$ cat config.mk
export PLATFORM = sky130hd
export DESIGN_NAME = lim_core
export DESIGN_NICKNAME = d
export VERILOG_FILES = /design/src/common/lim_pkg.sv /design/src/hw/lim_core.sv
export VERILOG_INCLUDE_DIRS = /design/src /design/src/common
export SDC_FILE = /design/constraint.sdc
export NUM_CORES = 1
export LEC_CHECK = 0
export ABC_AREA = 1
export BUFFER_PORTS_ARGS = -buffer_cell sky130_fd_sc_hd__buf_4
export CAP_MARGIN = 20
export CORE_MARGIN = 10
export CORE_UTILIZATION = 38
export DETAILED_ROUTE_END_ITERATION = 12
export GPL_ROUTABILITY_DRIVEN = 0
export PLACE_DENSITY_LB_ADDON = 0.05
export SLEW_MARGIN = 20
export SYNTH_ARGS = -nofsm -noshare
export SYNTH_HDL_FRONTEND = slang
export SYNTH_SLANG_ARGS = --single-unit
$ cat constraint.sdc
create_clock -name mclk -period 4.85 [get_ports mclk]
set_clock_uncertainty 0.05 [all_clocks]
set_input_delay 0.2425 -clock mclk [delete_from_list [all_inputs] [get_ports mclk]]
set_output_delay 0.2425 -clock mclk [all_outputs]
set_load 0.02 [all_outputs]
$ cat src/common/lim_map.svh
// Constants of the literal and indirect move decoder: opcodes, fields,
// register offsets and reset values. Assumes inclusion by bare name.
`ifndef LIM_MAP_SVH
`define LIM_MAP_SVH

// Opcode patterns of the 14-bit instruction word
`define LIM_NOP_CODE 14'h0000
`define LIM_SRST_CODE 14'h0001
`define LIM_IND_MASK 14'h3ff8
`define LIM_IND_CODE 14'h0010
`define LIM_STF_MASK 14'h3f80
`define LIM_STF_CODE 14'h0080
`define LIM_LB_MASK 14'h3fc0
`define LIM_LB_CODE 14'h0140
`define LIM_LW_MASK 14'h3f00
`define LIM_LW_CODE 14'h3000
`define LIM_LP_MASK 14'h3f80
`define LIM_LP_CODE 14'h3180
`define LIM_REL_MASK 14'h3f80
`define LIM_REL_CODE 14'h3f00

// Instruction fields
`define LIM_F_K6 5:0
`define LIM_F_K7 6:0
`define LIM_F_K8 7:0
`define LIM_F_OFS 5:0
`define LIM_F_PTR 15:0
`define LIM_F_PC 14:0
`define LIM_B_SEL 2
`define LIM_B_RSEL 6
`define LIM_B_POST 1
`define LIM_B_DEC 0
`define LIM_B_FLAG 0

// Register byte offsets
`define LIM_AW 8
`define LIM_A_CTRL 8'h00
`define LIM_A_ACC 8'h04
`define LIM_A_BANK 8'h08
`define LIM_A_PAGE 8'h0c
`define LIM_A_PTR0 8'h10
`define LIM_A_STEP 8'h04
`define LIM_A_PWR 8'h18
`define LIM_A_STAT 8'h1c
`define LIM_A_PC 8'h20

// Reset values
`define LIM_RST_RUN 1'h1
`define LIM_RST_ACC 8'h00
`define LIM_RST_BANK 6'h00
`define LIM_RST_PAGE 7'h00
`define LIM_RST_PTR 16'h0000
`define LIM_RST_FLAG 1'h1
`define LIM_RST_STAT 8'h00
`define LIM_RST_PC 15'h0000

`endif

$ cat src/common/lim_pkg.sv
// Types shared by the literal and indirect move decoder.
// Assumes nothing of its surroundings.
`default_nettype none

package lim_pkg;
	typedef enum logic [3:0] {
		OP_NONE, OP_NOOP, OP_SRST, OP_LOAD_BANK, OP_LOAD_PAGE,
		OP_LOAD_ACC, OP_STORE_FILE, OP_STORE_IND, OP_STORE_REL
	} lim_op_e;

	// One data memory write, direct or through a pointer
	typedef struct packed {
		logic valid;
		logic indirect;
		logic [15:0] addr;
		logic [7:0] data;
	} lim_wr_s;
endpackage

`default_nettype wire

$ cat src/hw/lim_core.sv
// Execution of literal loads, accumulator stores, indirect stores through
// two 16-bit pointers, no-operation and software reset.
// Assumes a same-clock instruction feed and one AHB-Lite master.
//
// Added by the designer: the AHB-Lite register port and the placing of the registers.
`include "lim_map.svh"
`default_nettype none

// Contract
// - Bank literal loads bank select, flags kept
// - Page literal loads page latch, flags kept
// - Accumulator literal loads accumulator, flags kept
// - Store copies accumulator to addressed file
// - Mode 00 preinc, 01 predec, 10/11 post
// - Relative form addresses pointer plus offset
// - Pointer ends incremented, decremented or unchanged
// - Indirect window redirects to pointer address
// - Pointers wrap modulo 16 bits
// - Indirect store changes no status flag
// - Selector picks one of two pointers
// - Software reset resets, clears reset flag
module lim_core #(
	parameter int NPTR = 2
) (
	// Clock and reset
	input wire logic mclk,
	input wire logic sys_rst,
	// AHB-Lite slave
	input wire logic hsel,
	input wire logic [31:0] haddr,
	input wire logic [1:0] htrans,
	input wire logic hwrite,
	input wire logic [2:0] hsize,
	input wire logic [31:0] hwdata,
	input wire logic hready,
	output logic hreadyout,
	output logic hresp,
	output logic [31:0] hrdata,
	// Instruction stream
	input wire logic instr_valid,
	input wire logic [13:0] instr_word,
	output logic instr_ready,
	// Data memory write port
	output lim_pkg::lim_wr_s mem_wr,
	// Software reset request to the rest of the device
	output logic soft_rst_pulse
);

	// Two pointers are hard-wired into the selector bit
	if (NPTR != 2) begin : g_chk
		$error("NPTR must be 2");
	end

	lim_pkg::lim_op_e op;
	logic accept, exec_srst, exec_ind, sel, is_rel;
	logic run_q, flag_q, dph_q, done_q, wr_q;
	logic [7:0] acc_q, stat_q;
	logic [5:0] bank_q;
	logic [6:0] page_q;
	logic [14:0] pc_q;
	logic [15:0] ptr_q [NPTR];
	logic [15:0] sel_ptr, ptr_new, ofs, ea;
	logic [`LIM_AW-1:0] adr_q;
	logic [31:0] rd_d;
	logic bus_wr, bus_rd;

	// Opcode decode; unknown words execute as nothing
	always_comb begin
		op = lim_pkg::OP_NONE;
		if (instr_word == `LIM_NOP_CODE) begin
			op = lim_pkg::OP_NOOP;
		end else if (instr_word == `LIM_SRST_CODE) begin
			op = lim_pkg::OP_SRST;
		end else if ((instr_word & `LIM_IND_MASK) == `LIM_IND_CODE) begin
			op = lim_pkg::OP_STORE_IND;
		end else if ((instr_word & `LIM_STF_MASK) == `LIM_STF_CODE) begin
			op = lim_pkg::OP_STORE_FILE;
		end else if ((instr_word & `LIM_LB_MASK) == `LIM_LB_CODE) begin
			op = lim_pkg::OP_LOAD_BANK;
		end else if ((instr_word & `LIM_LW_MASK) == `LIM_LW_CODE) begin
			op = lim_pkg::OP_LOAD_ACC;
		end else if ((instr_word & `LIM_LP_MASK) == `LIM_LP_CODE) begin
			op = lim_pkg::OP_LOAD_PAGE;
		end else if ((instr_word & `LIM_REL_MASK) == `LIM_REL_CODE) begin
			op = lim_pkg::OP_STORE_REL;
		end
	end

	// One instruction per cycle while running, no stall inside
	assign instr_ready = run_q;
	assign accept = instr_valid & run_q;
	assign exec_srst = accept && op == lim_pkg::OP_SRST;
	assign is_rel = op == lim_pkg::OP_STORE_REL;
	assign exec_ind = accept && (op == lim_pkg::OP_STORE_IND || is_rel);

	// Pointer selection and effective address
	assign sel = is_rel ? instr_word[`LIM_B_RSEL] : instr_word[`LIM_B_SEL];
	assign sel_ptr = ptr_q[sel];
	assign ofs = 16'(signed'(instr_word[`LIM_F_OFS]));
	// Natural 16-bit overflow gives the wrap at both ends
	assign ptr_new = instr_word[`LIM_B_DEC] ? sel_ptr - 16'h0001 : sel_ptr + 16'h0001;
	always_comb begin
		if (is_rel) begin
			ea = sel_ptr + ofs;
		end else if (instr_word[`LIM_B_POST]) begin
			ea = sel_ptr;
		end else begin
			ea = ptr_new;
		end
	end

	// Accumulator
	always_ff @(posedge mclk) begin
		if (sys_rst || exec_srst) begin
			acc_q <= `LIM_RST_ACC;
		end else if (accept && op == lim_pkg::OP_LOAD_ACC) begin
			acc_q <= instr_word[`LIM_F_K8];
		end else if (bus_wr && adr_q == `LIM_A_ACC) begin
			acc_q <= hwdata[`LIM_F_K8];
		end
	end

	// Bank select
	always_ff @(posedge mclk) begin
		if (sys_rst || exec_srst) begin
			bank_q <= `LIM_RST_BANK;
		end else if (accept && op == lim_pkg::OP_LOAD_BANK) begin
			bank_q <= instr_word[`LIM_F_K6];
		end else if (bus_wr && adr_q == `LIM_A_BANK) begin
			bank_q <= hwdata[`LIM_F_K6];
		end
	end

	// Page latch
	always_ff @(posedge mclk) begin
		if (sys_rst || exec_srst) begin
			page_q <= `LIM_RST_PAGE;
		end else if (accept && op == lim_pkg::OP_LOAD_PAGE) begin
			page_q <= instr_word[`LIM_F_K7];
		end else if (bus_wr && adr_q == `LIM_A_PAGE) begin
			page_q <= hwdata[`LIM_F_K7];
		end
	end

	// Pointers; the relative form leaves its pointer alone
	for (genvar i = 0; i < NPTR; i++) begin : g_ptr
		always_ff @(posedge mclk) begin
			if (sys_rst || exec_srst) begin
				ptr_q[i] <= `LIM_RST_PTR;
			end else if (exec_ind && !is_rel && sel == 1'(i)) begin
				ptr_q[i] <= ptr_new;
			end else if (bus_wr && adr_q == `LIM_AW'(`LIM_A_PTR0 + i * `LIM_A_STEP)) begin
				ptr_q[i] <= hwdata[`LIM_F_PTR];
			end
		end
	end

	// Status flags: no instruction of this group but the software reset touches them
	always_ff @(posedge mclk) begin
		if (sys_rst || exec_srst) begin
			stat_q <= `LIM_RST_STAT;
		end else if (bus_wr && adr_q == `LIM_A_STAT) begin
			stat_q <= hwdata[`LIM_F_K8];
		end
	end

	// Program counter, one step per instruction
	always_ff @(posedge mclk) begin
		if (sys_rst || exec_srst) begin
			pc_q <= `LIM_RST_PC;
		end else if (accept) begin
			pc_q <= pc_q + 15'h0001;
		end
	end

	// Reset cause flag; the system reset set beats the software reset clear
	always_ff @(posedge mclk) begin
		if (sys_rst) begin
			flag_q <= `LIM_RST_FLAG;
		end else if (exec_srst) begin
			flag_q <= 1'b0;
		end else if (bus_wr && adr_q == `LIM_A_PWR) begin
			flag_q <= hwdata[`LIM_B_FLAG];
		end
	end

	// Run enable survives a software reset so the core restarts at once
	always_ff @(posedge mclk) begin
		if (sys_rst) begin
			run_q <= `LIM_RST_RUN;
		end else if (bus_wr && adr_q == `LIM_A_CTRL) begin
			run_q <= hwdata[`LIM_B_FLAG];
		end
	end

	// Software reset pulse to the rest of the device
	always_ff @(posedge mclk) begin
		if (sys_rst) begin
			soft_rst_pulse <= 1'b0;
		end else begin
			soft_rst_pulse <= exec_srst;
		end
	end

	// Data memory writes; the window has no storage, it becomes an address
	always_ff @(posedge mclk) begin
		if (sys_rst) begin
			mem_wr <= '0;
		end else begin
			mem_wr.valid <= exec_ind || (accept && op == lim_pkg::OP_STORE_FILE);
			mem_wr.indirect <= exec_ind;
			mem_wr.addr <= exec_ind ? ea : 16'({bank_q, instr_word[`LIM_F_K7]});
			mem_wr.data <= acc_q;
		end
	end

	// Bus phases: one wait state so reads see the previous write
	always_ff @(posedge mclk) begin
		if (sys_rst) begin
			dph_q <= 1'b0;
			done_q <= 1'b0;
			wr_q <= 1'b0;
			adr_q <= '0;
		end else if (hreadyout) begin
			dph_q <= hsel & htrans[1] & hready;
			done_q <= 1'b0;
			wr_q <= hwrite;
			adr_q <= haddr[`LIM_AW-1:0];
		end else begin
			done_q <= 1'b1;
		end
	end

	assign hreadyout = ~dph_q | done_q;
	assign hresp = 1'b0; // Always OKAY; size is taken as a word
	assign bus_wr = dph_q & ~done_q & wr_q;
	assign bus_rd = dph_q & ~done_q & ~wr_q;

	// Read mux; unmapped offsets and unused bits read zero
	always_comb begin
		rd_d = 32'h0;
		if (adr_q == `LIM_A_CTRL) begin
			rd_d[`LIM_B_FLAG] = run_q;
		end else if (adr_q == `LIM_A_ACC) begin
			rd_d[`LIM_F_K8] = acc_q;
		end else if (adr_q == `LIM_A_BANK) begin
			rd_d[`LIM_F_K6] = bank_q;
		end else if (adr_q == `LIM_A_PAGE) begin
			rd_d[`LIM_F_K7] = page_q;
		end else if (adr_q == `LIM_A_PTR0) begin
			rd_d[`LIM_F_PTR] = ptr_q[0];
		end else if (adr_q == `LIM_AW'(`LIM_A_PTR0 + `LIM_A_STEP)) begin
			rd_d[`LIM_F_PTR] = ptr_q[1];
		end else if (adr_q == `LIM_A_PWR) begin
			rd_d[`LIM_B_FLAG] = flag_q;
		end else if (adr_q == `LIM_A_STAT) begin
			rd_d[`LIM_F_K8] = stat_q;
		end else if (adr_q == `LIM_A_PC) begin
			rd_d[`LIM_F_PC] = pc_q;
		end
	end

	always_ff @(posedge mclk) begin
		if (sys_rst) begin
			hrdata <= 32'h0;
		end else if (bus_rd) begin
			hrdata <= rd_d;
		end
	end
endmodule // lim_core

`default_nettype wire

==> summary.md <==
| Metric | Value |
|---|---|
| Final hold violations | 0 |
| Skew-Pair Late Insertion Delay | 430 ps |
| Die Ht | 166 um |
| Commonest non-fill, non-tap cell in the layout | nand2_1 |
| Global Route Usage Sum | 18.8% |
| EDFF count, synth | 32 |
| Die width | 166 um |
| Relative slew slack | 41.2% |
| Async SR Flop Fraction | 0% |
| Clock-pin slew on the worst setup and hold paths | 60 ps |
| Wire per inst | 17.7 um |
| # IOs | 151 |
| Crit path launch type | input pin |
| Arr. time, crit path | between 3000 and 4000 ps |
| Status | completed |
| Clk buf depth | 2 |
| Initial DRC Count | between 500 and 600 |
| Core area | 21,000 um2 |
| Post-synthesis sequential area ratio | a little over a third |
| Vias | 7,834 |
| Worst Path Max Fanout | 21 |
| Ys Warns | 0 |
| RSZ-0062 raised after global routing | false |
| Pint | between 2 and 2.5 mW |
| Tcrit/Tclk final | 70.2% |
| CTS sink count | 132 |
| Antenna violations before repair | 0 |
| VDD IR max | between 0.2 and 0.25 mV |
| Critical path class | in2reg |
| Synth cell types | 54 |
| Final Critical Period | 3410 ps |
| Setup tns final | 0 ps |
| Slew Viols, Final | 0 |
| DR DRC count | 0 |
| Synthesized area | ~8000 um2 |
| Final setup vio count | 0 |
| Final ANT Viol Nets | 0 |
| Die area | 27,600 um2 |
| Worst min path class | in2reg |
| Detailed placement HPWL | 20,600 um |
| CTS tree | yes |
| Buffer count from post-CTS setup fixing | 0 |
| Post-cts hold buffer count | 1 |
| Vias in the first global route | 7,536 |
| Clock share of power | 43.7% |
| Comb pwr share | 15.8% |
| Clock Tree Root | clkbuf_16 |
| Max Fclk | 294 MHz |
| Cells after Synth | between 1,000 and 1,500 |
| Seq pwr share | about 41% |
| Largest net degree at the start of global routing | 42 |
| Fillers | 2,258 |
| Multi-input gate area | 4380 um2 |
| Worst setup EP type | flop |
| Layout Nets | 1,352 |
| H-tree depth | 4 |
| Power Dens Cells | approximately 300 nW/um2 |
| Main synth FF type | dfxtp_1 |
| Final wirelength | 26,900 um |
| Worst-Margin Slew | 879 ps |
| Post_cts resized | 0 |
| Antenna diodes | 0 |
| Port Buffers | 89 |
| Sw Share | 30.1% |
| Syn-to-layout area delta | 17.3% |
| Overflow after GRT | 0 |
| FP Rows | 53 |
| Most frequent cells in the layout | nand2_1, inv_1, dfxtp_1, a21oi_1, buf_4 |
| Cts bufs inserted | 17 |
| Leak pwr | roughly 4.2 nW |
| Worst endpoint required time | 5090 ps |
| Post-synthesis register bit count | roughly 130 |
| Avg Cell Area, Syn | about 7.1 um2 |
| Overall Power | 2.86 mW |
| Initial Utilization | 38.7% |
| First-pass GRT wire length | 41,900 um |
| Max Cap Viol | 0 |
| Seq. cell area | a little under 3000 um2 |
| Layout cell share with drive strength beyond 1 | between 10 and 15% |
| Pre-Repair DR Iteration Count | 5 |
| Vias/cell | 5.16 |
| Psw | 0.862 mW |
## per-layer routing
| layer | GRT usage, % | routed length, um | vias to the layer above |
|---|---|---|---|
| met3 | 3.64 | 1400 | 41 |
| met4 | 6.64 | 654 | 0 |
| li1 | - | - | 3990 |
| met1 | 24.0 | 12200 | 3592 |
| met5 | 0 | 0 | - |
| met2 | 31.0 | 12600 | 211 |
## synthesized netlist by cell type (2+ instances only)
cell       number  area, um2
o21ai_1        23        115
nand3_1        64        320
nor2_4          2       22.5
inv_1         132        495
nand4_1         3       18.8
nor2_2          8       50.1
nor3_1         21        105
o22ai_1         5       31.3
buf_2           5       25.0
a21oi_1        98        490
o21bai_1        5       37.5
nand2_1       264        991
a21oi_2         7       61.3
inv_2          13       48.8
or2_2           5       31.3
a221oi_1        9       78.8
a31oi_1        11       68.8
o21ai_0        92        460
nor4_1          3       18.8
a22o_1          2       17.5
a21o_1          2       15.0
o2111ai_1       4       35.0
o31ai_1         2       15.0
nand2_2         7       43.8
a32o_1          4       40.0
a211oi_1        3       22.5
dfxtp_1       100       2000
clkbuf_1       23       86.3
fa_1            2       40.0
xnor2_1         3       26.3
nand3_2         3       30.0
nor3b_1         4       30.0
edfxtp_1       32        961
xor2_1         14        123
ha_1           30        375
o211ai_1       17        128
buf_4          19        143
o21ai_2         2       17.5
nor2_1         86        323
and2_1          4       25.0
buf_6           4       45.0
## cell families after synthesis
family                     count (synthesis)  share of synthesized area, %
xor gates and xnor gates                  17                          1.83
adders and majority gates                 32                          5.11
other                                      1                        0.0461
AOI/OAI and AO/OA                        291                          20.7
DFF                                      132                          36.4
buffers and inverters                    199                          10.5
and+or+nand+nor                          478                          25.3
## layout make-up
cell class	count	share of cell area, %
sequential	132	31.1
tap	275	3.61
clock inverter	15	1.37
inverter	146	5.75
clock buffer	17	4.46
multi-input combinational	835	45.9
timing repair buffer	99	7.82
## per-stage QoR
step	setup slack, ps	util, %	hold WS [ps]	cells	cell area (um2)
3_5_place_dp	1040	42.7	376	1486	8970
4_1_cts	1470	45.3	10.9	1519	9530
3_3_place_gp	1120	42.6	377	1486	8960
5_1_grt	1200	45.3	26.8	1519	9530
6_report	1440	45.3	22.7	1519	9530
2_1_floorplan	2000	-	327	1166	8190
## flip-flops by register name (all words and copies together) (netlist names)
signal and flops:
acc_q 8, wr_q 1, instr_ready 1, pc_q 15, ptr_q 32, stat_q 8, mem_wr 26, bank_q 6
page_q 7, done_q 1, dph_q 1, soft_rst_pulse 1, hrdata 16, flag_q 1, adr_q 8
## power groups by stage
stage               clock [mW]  combinational (mW)  sequential (mW)
finish                    1.25               0.451             1.16
global route              1.32               0.505             1.16
CTS                       1.27               0.451             1.16
detailed placement           0               0.448             1.18
global placement             0               0.446             1.18
floorplan                    0               0.302             1.19
## worst max-delay path, cell delays in order
cell and delay (ps):
buf_4 120, inv_2 130, nand2_2 120, nor2_4 120
nand3_1 160, nand2_2 140, inv_2 170, o21ai_0 610
ha_1 410, inv_1 110, o21ai_0 130, a21oi_1 210
nor2_1 80, nor3b_1 210, nand2_1 90, xor2_1 360
nor2_1 90, nor2_1 120
## path summary, 6_finish.rpt
kind	end	from	cells after the start	slack, ps
worst max-delay path	ptr_q[1][14]	instr_word[7]	18	1440
worst min-delay path	adr_q[6]	haddr[6]	3	20
worst max register to register	ptr_q[1][4]	dph_q	11	1730
worst min register to register	mem_wr[2]	acc_q[2]	2	380
(Power assumes the default switching activity.)
